--- config.mk ---
export PLATFORM = sky130hd
export DESIGN_NAME = mps_power_state
export DESIGN_NICKNAME = d
export VERILOG_FILES = /design/src/hdl/mps_pkg.sv /design/src/hdl/mps_power_state.sv
export SDC_FILE = /design/constraint.sdc
export NUM_CORES = 1
export LEC_CHECK = 0
export BUFFER_PORTS_ARGS = -buffer_cell sky130_fd_sc_hd__buf_2
export CAP_MARGIN = 15
export CORE_ASPECT_RATIO = 0.7
export CORE_MARGIN = 2
export CORE_UTILIZATION = 52
export CTS_BUF_LIST = sky130_fd_sc_hd__clkbuf_8
export CTS_CLUSTER_DIAMETER = 40
export CTS_CLUSTER_SIZE = 8
export DETAILED_ROUTE_END_ITERATION = 8
export GPL_TIMING_DRIVEN = 0
export PLACE_DENSITY = 0.69
export SYNTH_ARGS = -nofsm -noshare
export SYNTH_HDL_FRONTEND = slang
export SYNTH_SLANG_ARGS = --single-unit
--- constraint.sdc ---
create_clock -name core_clk -period 3.1 [get_ports core_clk]
set_input_delay 0.31 -clock core_clk [delete_from_list [all_inputs] [get_ports core_clk]]
set_output_delay 0.31 -clock core_clk [all_outputs]
set_load 0.005 [all_outputs]
--- src/hdl/mps_pkg.sv ---
// package for the module power-state signal block
`default_nettype none
package mps_pkg;
    localparam int CLK_HZ = 40000000;
    localparam int MIN_PULSE_MS = 16;
    // least pulse in whole cycles; the kHz divide rounds down
    localparam int MIN_PULSE_CYC = (CLK_HZ / 1000) * MIN_PULSE_MS;
    localparam int RESET_HOLD_CYC = 16;
    localparam logic RESET_LEVEL_N = 1'b0;

    typedef enum logic [3:0] {
        MPS_SOFT_OFF = 4'b0001,
        MPS_RUN = 4'b0010,
        MPS_WARN = 4'b0100,
        MPS_SUSPEND = 4'b1000
    } mps_state_t;

    // raw carrier inputs, all active low except supply_good
    typedef struct packed {
        logic power_button_n;
        logic reset_button_n;
        logic supply_good;
        logic pcie_wake_n;
        logic general_wake_n;
        logic battery_low_n;
        logic lid_n;
        logic sleep_button_n;
        logic over_temp_in_n;
        logic mgmt_bus_alert_n;
    } mps_pins_t;

    // one-cycle events and levels reported to the system
    typedef struct packed {
        logic power_press;
        logic reset_press;
        logic lid_change;
        logic sleep_press;
        logic wake;
        logic battery_low;
        logic over_temp;
        logic mgmt_alert;
        logic mgmt_smi;
    } mps_events_t;
endpackage
`default_nettype wire

--- src/hdl/mps_power_state.sv ---
// power and system management sequencer at the carrier connector
// What this block does
// - power button falling edge held 16 ms leaves soft-off state
// - reset button is edge-triggered; a held low does not hold reset
// - carrier reset driven low by button, supply bad, 12 V low, watchdog, software
// - supply_good low means power not good
// - suspend warning asserted before entering suspend
// - suspend_to_ram_n held low while suspended
// - suspend-to-disk output unsupported, held inactive high
// - soft_off_n asserted whenever in soft-off state
// - two active-low wake inputs, pcie and general, wake the system
// - battery_low_n low reports a low-battery event
// - lid input reported after being low 16 ms
// - sleep button held 16 ms enters sleep or wakes
// - fast shutdown trigger pin ignored
// - over_temp_in_n low reports over-temperature
// - thermal trip output driven low once processor is in thermal shutdown
// - management-bus alert raises interrupt or wakes system
`default_nettype none
module mps_power_state #(
    parameter int PULSE_CYC = mps_pkg::MIN_PULSE_CYC,
    parameter int HOLD_CYC = mps_pkg::RESET_HOLD_CYC
) (
    input wire logic core_clk,
    input wire logic rst,
    input wire mps_pkg::mps_pins_t pins,
    input wire logic twelve_volt_low,
    input wire logic watchdog_timeout,
    input wire logic software_reset,
    input wire logic cpu_thermal_shutdown,
    input wire logic fast_shutdown_trigger,
    input wire logic alert_wakes,
    output logic carrier_reset_out_n,
    output logic suspend_warning_n,
    output logic suspend_to_ram_n,
    output logic suspend_to_disk_n,
    output logic soft_off_n,
    output logic thermal_trip_out_n,
    output mps_pkg::mps_events_t events,
    output mps_pkg::mps_state_t power_state
);
    localparam int NPIN = $bits(mps_pkg::mps_pins_t);
    localparam int CW = $clog2(PULSE_CYC + 1);
    localparam int HW = $clog2(HOLD_CYC + 1);

    // pins idle high (pulled up); reset value avoids a spurious edge
    localparam logic [NPIN-1:0] IDLE = '1;

    logic [NPIN-1:0] meta_r;
    logic [NPIN-1:0] sync_r;
    logic [NPIN-1:0] sync_d_r;
    mps_pkg::mps_pins_t s;

    // two-flop synchroniser per pin
    always_ff @(posedge core_clk) begin
        if (rst) begin
            meta_r <= IDLE;
            sync_r <= IDLE;
            sync_d_r <= IDLE;
        end else begin
            meta_r <= pins;
            sync_r <= meta_r;
            sync_d_r <= sync_r;
        end
    end
    assign s = mps_pkg::mps_pins_t'(sync_r);

    // qualifiers for the four inputs that need a 16 ms low
    localparam int NQ = 4;
    wire [NQ-1:0] q_in = {s.power_button_n, s.reset_button_n, s.lid_n, s.sleep_button_n};
    logic [NQ-1:0] q_fire;
    logic [NQ-1:0] q_lid_level;
    genvar gi;
    generate
        for (gi = 0; gi < NQ; gi++) begin : g_qual
            logic [CW-1:0] cnt_r;
            logic done_r;
            wire low = ~q_in[gi];
            wire at_min = (cnt_r == CW'(PULSE_CYC - 1));
            // one pulse per press: the event fires once the low has lasted long enough
            always_ff @(posedge core_clk) begin
                if (rst || !low) begin
                    cnt_r <= '0;
                    done_r <= 1'b0;
                end else if (!done_r) begin
                    cnt_r <= at_min ? cnt_r : cnt_r + CW'(1);
                    done_r <= at_min;
                end
            end
            assign q_fire[gi] = low && at_min && !done_r;
            assign q_lid_level[gi] = done_r;
        end
    endgenerate

    wire power_press = q_fire[3];
    wire reset_press = q_fire[2];
    wire sleep_press = q_fire[0];
    wire supply_bad = ~s.supply_good;
    wire wake_req = ~s.pcie_wake_n | ~s.general_wake_n;
    wire alert_low = ~s.mgmt_bus_alert_n;
    wire alert_edge = alert_low & sync_d_r[0];

    // fast shutdown trigger is not connected on this module
    wire unused_ok = fast_shutdown_trigger;

    // power-state machine
    mps_pkg::mps_state_t state_r;
    mps_pkg::mps_state_t state_nxt;
    wire resume = wake_req | power_press | sleep_press | (alert_edge & alert_wakes);

    always_comb begin
        state_nxt = state_r;
        unique case (state_r)
            mps_pkg::MPS_SOFT_OFF: begin
                if (power_press) begin
                    state_nxt = mps_pkg::MPS_RUN;
                end
            end
            mps_pkg::MPS_RUN: begin
                if (sleep_press) begin
                    state_nxt = mps_pkg::MPS_WARN;
                end else if (power_press) begin
                    state_nxt = mps_pkg::MPS_SOFT_OFF;
                end
            end
            // warning cycle always precedes suspend
            mps_pkg::MPS_WARN: state_nxt = mps_pkg::MPS_SUSPEND;
            mps_pkg::MPS_SUSPEND: begin
                if (resume) begin
                    state_nxt = mps_pkg::MPS_RUN;
                end
            end
            default: state_nxt = mps_pkg::MPS_SOFT_OFF;
        endcase
        // thermal shutdown forces soft-off
        if (cpu_thermal_shutdown) begin
            state_nxt = mps_pkg::MPS_SOFT_OFF;
        end
    end

    always_ff @(posedge core_clk) begin
        if (rst) begin
            state_r <= mps_pkg::MPS_SOFT_OFF;
        end else begin
            state_r <= state_nxt;
        end
    end

    // carrier reset: edge sources stretch a fixed hold, levels hold directly
    logic [HW-1:0] hold_r;
    wire rst_edge_src = reset_press | watchdog_timeout | software_reset;
    always_ff @(posedge core_clk) begin
        if (rst) begin
            hold_r <= '0;
        end else if (rst_edge_src) begin
            hold_r <= HW'(HOLD_CYC);
        end else if (hold_r != '0) begin
            hold_r <= hold_r - HW'(1);
        end
    end
    // a button kept low does not extend the hold
    wire reset_cause = (hold_r != '0) | supply_bad | twelve_volt_low;

    logic cb_rst_n_r;
    logic warn_n_r;
    logic s3_n_r;
    logic s5_n_r;
    logic trip_n_r;
    mps_pkg::mps_events_t ev_r;
    always_ff @(posedge core_clk) begin
        if (rst) begin
            cb_rst_n_r <= mps_pkg::RESET_LEVEL_N;
            warn_n_r <= 1'b1;
            s3_n_r <= 1'b0;
            s5_n_r <= 1'b0;
            trip_n_r <= 1'b1;
            ev_r <= '0;
        end else begin
            // reset also held while off
            cb_rst_n_r <= ~(reset_cause | (state_nxt == mps_pkg::MPS_SOFT_OFF));
            warn_n_r <= ~(state_nxt == mps_pkg::MPS_WARN
                          || state_nxt == mps_pkg::MPS_SUSPEND);
            s3_n_r <= ~(state_nxt == mps_pkg::MPS_SUSPEND
                        || state_nxt == mps_pkg::MPS_SOFT_OFF);
            s5_n_r <= ~(state_nxt == mps_pkg::MPS_SOFT_OFF);
            trip_n_r <= ~cpu_thermal_shutdown;
            ev_r.power_press <= power_press;
            ev_r.reset_press <= reset_press;
            ev_r.lid_change <= q_fire[1];
            ev_r.sleep_press <= sleep_press;
            ev_r.wake <= wake_req;
            ev_r.battery_low <= ~s.battery_low_n;
            ev_r.over_temp <= ~s.over_temp_in_n;
            ev_r.mgmt_alert <= alert_low;
            ev_r.mgmt_smi <= alert_edge & ~alert_wakes;
        end
    end

    assign carrier_reset_out_n = cb_rst_n_r;
    assign suspend_warning_n = warn_n_r;
    assign suspend_to_ram_n = s3_n_r;
    assign suspend_to_disk_n = 1'b1;
    assign soft_off_n = s5_n_r;
    assign thermal_trip_out_n = trip_n_r;
    assign events = ev_r;
    assign power_state = state_r;
endmodule // mps_power_state
`default_nettype wire

==> results of run 1 <==
-- worst max-delay path: stages (launching register included) --
cell     delay [ps]
dfxtp_1         390
and4_1          300
nand4_1         260
nor4_2          520
mux2_2          390
o311a_1         380
and4b_1         240
-- worst min-delay path by stage --
stage / cells after the start / slack (ps) / end
2_1_floorplan: 1 / 370 / events[2]
3_3_place_gp: 1 / 380 / events[3]
3_5_place_dp: 1 / 380 / events[3]
4_1_cts: 2 / 30 / meta_r[9]
5_1_grt: 2 / 30 / meta_r[9]
6_report: 2 / 60 / meta_r[9]
-- registers in the layout, indices dropped and copies added (netlist names) --
signal and flops:
soft_off_n 1, suspend_warning_n 1, events 9, suspend_to_ram_n 1
g_qual.cnt_r 80, carrier_reset_out_n 1, thermal_trip_out_n 1, hold_r 5
sync_d_r 1, s 10, g_qual.done_r 4, meta_r 10
power_state 4
-- metrics by stage --
step	hold WS, ps	cells	worst slack, ps	area, µm²
2_1_floorplan	368	567	919	5200
3_3_place_gp	382	728	577	5530
3_5_place_dp	382	728	546	5530
4_1_cts	32.7	760	532	5970
5_1_grt	30.2	760	363	5970
6_report	62.1	760	504	5970
-- cells by family (layout without fill, tap and decap cells) --
logic type	Yosys count	count (layout)	share of synthesized area, %
and+or+nand+nor	292	292	29.2
DFF	128	128	49.3
other	1	1	0.0721
adders and majority gates	6	6	1.44
buffers and inverters	28	93	2.14
xor gates and xnor gates	74	74	12.5
muxes	5	5	0.986
AOI/OAI and AO/OA	33	33	4.40
-- final cells by class --
| cell class | count | share of cell area [%] |
|---|---|---|
| plain buffers | 19 | 1.30 |
| multi-input cells | 411 | 42.3 |
| repair buffers | 33 | 2.76 |
| inverters | 9 | 0.566 |
| well taps | 128 | 2.68 |
| clock buffers | 23 | 5.30 |
| flip-flops and latches | 128 | 42.9 |
| clock inverters | 9 | 2.16 |
-- per-layer routing --
metal	up-vias	global-route usage (%)
li1	2043	-
met1	1876	28.8
met2	49	29.8
met3	4	6.32
met4	0	6.82
met5	-	0
-- layout by cell type, fill, tap and decap left out, drive strengths merged, types with 2 or more instances in the layout --
cell type and instances:
a211oi 2, a21oi 10, a31oi 3, and2 5
and3 13, and4 10, buf 37, bufinv 3
clkbuf 38, clkinv 4, dfxtp 128, ha 6
inv 10, mux2i 4, nand2 28, nand2b 6
nand3 27, nand4 20, nor2 107, nor2b 2
nor3 16, nor3b 4, nor4 8, nor4b 4
o21ai 6, o31a 2, or2 25, or3 5
or4 4, or4b 5, xnor2 32, xor2 42
-- power by group through the flow --
stage	logic (µW)	clock network (µW)	registers [µW]
finish	74.5	1550	1670
global route	84.7	1660	1670
CTS	75.7	1580	1670
detailed placement	75.4	0	1710
global placement	73.9	0	1710
floorplan	48.2	0	1710
==> impl_metrics.ini, run 1 <==
[sta]
relSlewSlack_pct = 36.0
rsz0062_at_grt = no
fin_skew_ps = 6.88
period_needed_ps = 2600
max_freq_mhz = 385
drv_slew = 0
finalCritPeriodShare_pct = 83.7
worstMarginPinSlew_ps = 946
setup_viol = 0
setup_tns_ps = 0
finalHoldViolations = 0

[synth]
ys_seq_elements = 128
synth-async-reset-ratio_pct = 0
synth_top_area_share_pct = 49.3
syn-num-nets = 591
ys_top_cells_by_area = dfxtp_1 49%, nor2_1 7.7%, xor2_1 7.1%, xnor2_1 5.4%, or2_2 2.9%
synth_largest_area_cell = dfxtp_1
synth.distinct_cells = 52
postSynthCellCount = 567
synth_edf_count = 0
synthTopCellsByCount = 128 x dfxtp_1, 107 x nor2_1, 42 x xor2_1
ys_seq_area_share_pct = 49.3
yosys_most_used_dff = dfxtp_1
yosys_warnings = 0
synth.avg_cell_area_um2 = 9.18
syn-cell-area_um2 = 5200
yosysMostFrequentCell = dfxtp_1

[route]
wl_met3_um = 342
drc = 0
firstDrtPassIters = 4
drt-wirelength-per-cell_um = 13.2
wl_um = 10000
vias_per_cell = 5.23
first_iter_violations = 218
highest_layer = met4
drtAntennaViolNets = 0
vias = 3972
wl_met2_um = 4470
wl_met1_um = 5160

[floorplan]
die_h_um = 87.7
die_area_um2 = 10800
start_util_pct = 53.5
fp.dieW_um = 124
rows = 30
ios = 37
core_um2 = 9720

[clock_tree]
clockBufferDepth = 2
ctsHoldBuffers = 0
post-cts-setup-buffers = 0
htreeDepth = 4
path_clk_slew_ps = 70
clockRootBuffer = clkbuf_8
clock_sinks = 128
postCtsResizedCells = 0
cts_tree = done
clock_latency_ps = 430
numCtsBuffers = 17

[grt]
grt_max_degree = 17
grt_use_total_pct = 20.4
overflow = 0
first_global_vias = 3741
antenna_found_initial = 0
grt_pass1_wl_um = 17100

[power]
power_uw = 3290
powerDensity_nw_per_um2 = 552
comb_power_share_pct = 2.3
p_sw_uw = 675
pwr-share-clk_pct = 47.0
switching_share_pct = 20.5
seqPwrFrac_pct = 50.8
p_leak_uw = 0.00216
vdd_drop_max_v = 0.000313
p_int_uw = 2620

[final_layout]
drive_gt1_share_pct = 15.8
regArea_um2 = 2560
multi_input_area_um2 = 2530
final_core_util_pct = 61.4
nets = 643
fill_cells = 877
num_antenna_cells = 0
syn_to_final_growth_pct = 14.8

[critical_path]
end_kind = register
regToRegSetupSlack_ps = 500
cp.required_ps = 3410
reg2reg_depth = 6
cp-endpoint = carrier_reset_out_n
reg2reg_to = carrier_reset_out_n
cp_max_fo = 6
critPathLaunchType = register
crit_start = g_qual[3].cnt_r[4]
timing.rr.start = g_qual[3].cnt_r[4]
path_class = register to register
arrival_ps = 2910

[hold_path]
min_path_type = primary input to register
hp-start = pins[9]

[status]
status = finished, final reports clean

[placed_design]
place.gp.congestion = 0.832
portBuffers = 33
dp_hpwl_um = 7290

[job]
maxCapViolations = 0
(Power assumes the default switching activity.)
==> run 2, diff against run 1 <==
ABC_AREA = 1   (was not set)
clock period = 2.6 ns   (was 3.1 ns; I/O delays follow)
==> run 2 against run 1 <==
Effect of this change: wire length grew 44%; maximum frequency grew 27%; non-clock buffer count increased by 16; sequential cell count is the same.
==> impl_metrics.ini, run 2 <==
[clock_tree]
clock_sinks = 128
clockRootBuffer = clkbuf_8
ctsHoldBuffers = 9
path_clk_slew_ps = 70
htreeDepth = 4
clockBufferDepth = 2
cts_tree = done
postCtsResizedCells = 0
numCtsBuffers = 17
clock_latency_ps = 450
post-cts-setup-buffers = 0

[critical_path]
arrival_ps = 2360
cp.required_ps = 2920
timing.rr.start = g_qual[3].cnt_r[0]
reg2reg_depth = 9
path_class = register to register
regToRegSetupSlack_ps = 560
end_kind = register
critPathLaunchType = register
reg2reg_to = g_qual[3].cnt_r[12]
cp_max_fo = 10

[sta]
drv_slew = 0
worstMarginPinSlew_ps = 533
period_needed_ps = 2040
relSlewSlack_pct = 64.2
rsz0062_at_grt = no
max_freq_mhz = 491
setup_tns_ps = 0
finalHoldViolations = 0
fin_skew_ps = 9.06
setup_viol = 0
finalCritPeriodShare_pct = 78.4

[route]
vias_per_cell = 5.02
drtAntennaViolNets = 0
vias = 5823
firstDrtPassIters = 6
drc = 0
first_iter_violations = 519
drt-wirelength-per-cell_um = 12.5
wl_um = 14500

[grt]
antenna_found_initial = 0
overflow = 0
grt_use_total_pct = 23.3
grt_max_degree = 17
grt_pass1_wl_um = 23900
first_global_vias = 4922

[final_layout]
num_antenna_cells = 0
final_common_cell = nand2_1
top_register = g_qual.cnt_r
fin_cells = 1160
fill_cells = 1126
nets = 1014
layout_common_cells = 276 x nand2_1, 128 x dfxtp_1, 106 x nor2_1
drive_gt1_share_pct = 11.7
syn_to_final_growth_pct = 14.3
largest_reg_flops = 80

[synth]
ys_seq_elements = 128
yosys_warnings = 0
synth_largest_area_cell = dfxtp_1
synth-async-reset-ratio_pct = 0
yosys_most_used_dff = dfxtp_1
ys_seq_area_share_pct = 40.4
synth.avg_cell_area_um2 = 6.84
syn-num-nets = 952
ys_top_cells_by_area = dfxtp_1 40%, nand2_1 16%, nor2_1 6.3%, a21oi_1 6.2%, inv_1 5.2%
synth.distinct_cells = 33
postSynthCellCount = 928
yosysMostFrequentCell = nand2_1
syn-cell-area_um2 = 6350
synth_top_area_share_pct = 40.4
synthTopCellsByCount = 276 x nand2_1, 128 x dfxtp_1, 106 x nor2_1
synth_edf_count = 0

[hold_path]
min_path_type = primary input to register
hp-start = pins[7]
holdPathEnd = meta_r[7]
hold_depth = 2

[placed_design]
place.gp.congestion = 0.932
portBuffers = 33
place_inst = 1118
dp_hpwl_um = 10600

[floorplan]
fp.dieW_um = 136
ios = 37
die_area_um2 = 13100
die_h_um = 96.4
core_um2 = 11800
rows = 33
start_util_pct = 53.8

[power]
vdd_drop_max_v = 0.000338
powerDensity_nw_per_um2 = 556
p_leak_uw = 0.00267

[job]
maxCapViolations = 0

[status]
status = finished, final reports clean
==> run 2: per-stage QoR <==
stage               util, %  total power [µW]  instance area (µm²)  hold WS, ps  setup slack [ps]
finish                 61.4              4040                 7260         18.7               562
floorplan                 -              2100                 6350          330               935
CTS                    61.4              4080                 7250         2.93               564
global route           61.4              4180                 7260         11.8               361
global placement       56.8              2130                 6710          378               594
detailed placement     56.8              2130                 6710          385               578
==> run 2: logic make-up (layout without fill, tap and decap cells) <==
| kind of cell | Yosys count | after routing | synth area share [%] |
|---|---|---|---|
| buffers and inverters | 117 | 192 | 7.57 |
| AOI/OAI and AO/OA | 97 | 97 | 7.84 |
| and+or+nand+nor | 531 | 531 | 36.4 |
| other | 1 | 1 | 0.0591 |
| xor gates and xnor gates | 48 | 48 | 6.62 |
| adders and majority gates | 6 | 6 | 1.18 |
| DFF | 128 | 128 | 40.4 |
==> run 2: cell type report <==
cell class                      instances  area, µm²  share of cell area [%]
Timing Repair Buffer                   43        265                    3.66
Sequential cell                       128       2560                    35.3
Buffer                                 25        133                    1.83
Tap cell                              157        196                    2.71
Inverter                               92        348                    4.79
Clock buffer                           18        248                    3.41
Clock inverter                         14        198                    2.72
Multi-Input combinational cell        683       3310                    45.6
==> run 2: power breakdown <==
part	leakage (µW)	switching [µW]	internal (µW)
combinational	0.00140	59.8	48.6
clock	0.000236	785	1150
sequential	0.00104	9.77	1980
==> run 2: worst max path at each step <==
stage                     cells after the start                  end          startpoint  slack, ps
after floorplan                               9  g_qual[2].cnt_r[10]  g_qual[2].cnt_r[0]        940
after global placement                        9  g_qual[3].cnt_r[12]  g_qual[3].cnt_r[0]        590
after detailed placement                      9  g_qual[3].cnt_r[12]  g_qual[3].cnt_r[0]        580
after CTS                                     9  g_qual[3].cnt_r[12]  g_qual[3].cnt_r[0]        560
after global routing                          9       power_state[1]  g_qual[0].cnt_r[0]        360
final                                         9  g_qual[3].cnt_r[12]  g_qual[3].cnt_r[0]        560
==> run 2: worst max-delay path, cell delays in order (launching register included) <==
cell and delay (ps):
dfxtp_1 460, ha_1 320, nand3_1 180, nor3_4 260, nand2_1 100, nand2_2 120, inv_2 110, buf_2 220
nand2_1 100, a21oi_1 60
==> run 2: routing by layer <==
metal | global-route usage (%) | share of wire [%] | vias up
met5 | 0 | 0 | -
met4 | 7.81 | 1.1 | 0
met3 | 4.54 | 5.3 | 12
met2 | 32.7 | 40 | 148
met1 | 35.3 | 54 | 2587
li1 | - | - | 3076
==> run 3, diff against run 2 <==
PLACE_DENSITY = 0.71   (was 0.69)
clock period = 1.74 ns   (was 2.6 ns; I/O delays follow)
==> run 3 against run 2 <==
Effect of this change: largest cell class unchanged; via count fell by 0.55%; combinational power rose by 57%; global-route usage fell by 0.17 points; hold slack improved by 65 ps; sequential cell count did not move; design area rose by 3.1%; power rose by 43%; non-clock buffer count rose by 9.
==> impl_metrics.ini, run 3 (same netlist as run 2, synthesis figures left out) <==
[critical_path]
cp_max_fo = 10
regToRegSetupSlack_ps = 70
critPathLaunchType = register
cp.required_ps = 2040
arrival_ps = 1960
path_class = register to register
end_kind = register

[route]
drc = 0
drtAntennaViolNets = 0
first_iter_violations = 388
firstDrtPassIters = 4
vias_per_cell = 4.96
vias = 5791
wl_um = 14300
drt-wirelength-per-cell_um = 12.3

[placed_design]
place.gp.congestion = 0.931
portBuffers = 33
dp_hpwl_um = 10500
dpl_worst_slack_ps = -254

[grt]
grt_max_degree = 20
antenna_found_initial = 0
overflow = 0
grt_use_total_pct = 23.1
grt_pass1_wl_um = 23900
first_global_vias = 4997

[final_layout]
fill_cells = 1086
final_core_util_pct = 63.3
top_register = g_qual.cnt_r
drive_gt1_share_pct = 15.1
final_common_cell = nand2_1
num_antenna_cells = 0
largest_reg_flops = 80
nets = 1023
syn_to_final_growth_pct = 17.8
layout_common_cells = 275 x nand2_1, 116 x dfxtp_1, 103 x nor2_1

[power]
p_int_uw = 4510
vdd_drop_max_v = 0.000543
switching_share_pct = 21.8
comb_power_share_pct = 2.9
seqPwrFrac_pct = 51.6
p_leak_uw = 0.00272
powerDensity_nw_per_um2 = 771
p_sw_uw = 1260
power_uw = 5760
pwr-share-clk_pct = 45.4

[floorplan]
die_area_um2 = 13100
die_h_um = 96.4
rows = 33
fp.dieW_um = 136
ios = 37
core_um2 = 11800
start_util_pct = 53.8

[job]
maxCapViolations = 0

[clock_tree]
clockBufferDepth = 2
cts_tree = done
clock_sinks = 128
numCtsBuffers = 17
clockRootBuffer = clkbuf_8
clock_latency_ps = 440
htreeDepth = 4
path_clk_slew_ps = 70

[sta]
setup_viol = 0
relSlewSlack_pct = 63.7
setup_tns_ps = 0
worstMarginPinSlew_ps = 544
drv_slew = 0
finalHoldViolations = 0
max_freq_mhz = 600
hold_ws_ps = 83.5
period_needed_ps = 1670
finalCritPeriodShare_pct = 95.7
fin_skew_ps = 8.58
worst_slack_ps = 74.6

[status]
status = finished, final reports clean

[hold_path]
min_path_type = primary input to register
run 3: per-stage QoR:
stage          cell area (µm²)  instances
2_1_floorplan             6350        928
3_3_place_gp              6710       1118
3_5_place_dp              6710       1118
4_1_cts                   7330       1163
5_1_grt                   7480       1168
6_report                  7480       1168
run 3: critical path, cell delays in order (launching register included):
cell and delay, ps:
dfxtp_2 390, nand2_1 110, nor3_1 190, nand2_1 130
nor3_4 240, nor2_4 100, clkbuf_4 200, nand2_1 90
a21oi_1 60
run 3: cell type report:
cell class              instances  area, µm²  share of cell area, %
multi-input cells             683       3440                   46.1
flip-flops and latches        128       2580                   34.6
repair buffers                 54        355                   4.75
inverters                      92        350                   4.69
clock buffers                  19        262                   3.50
well taps                     157        196                   2.63
clock inverters                12        144                   1.92
plain buffers                  23        140                   1.87
run 3: layer usage:
layer / vias up / part of all wire (%) / global-route usage, %
met5: - / 0 / 0
met4: 0 / 1.1 / 6.86
met3: 18 / 6.1 / 5.16
met2: 166 / 39 / 32.5
met1: 2520 / 54 / 35.0
li1: 3087 / - / -
run 3: power by group through the flow:
stage / clock (µW) / sequential, µW / combinational (µW)
after floorplan: 0 / 3040 / 92.4
after global placement: 0 / 3040 / 143
after detailed placement: 0 / 3050 / 144
after CTS: 2690 / 2980 / 168
after global routing: 2820 / 2980 / 192
final: 2620 / 2980 / 170
run 3: worst paths after layout:
check | start | end | depth (start not counted)
worst max-delay path | g_qual[2].cnt_r[9] | g_qual[2].cnt_r[17] | 8
worst min-delay path | software_reset | hold_r[4] | 5
worst max register to register | g_qual[2].cnt_r[9] | g_qual[2].cnt_r[17] | 8
worst min register to register | s[4] | events[3] | 1
run 3: what timing repair did:
item,in CTS,in global routing
pin swaps,2,6
buffers inserted,2,6
cloned,0,0
endpoints found under the setup margin,86,86
hold buffers,13,0
hold endpoints to repair,13,0
gates resized for setup,20,35
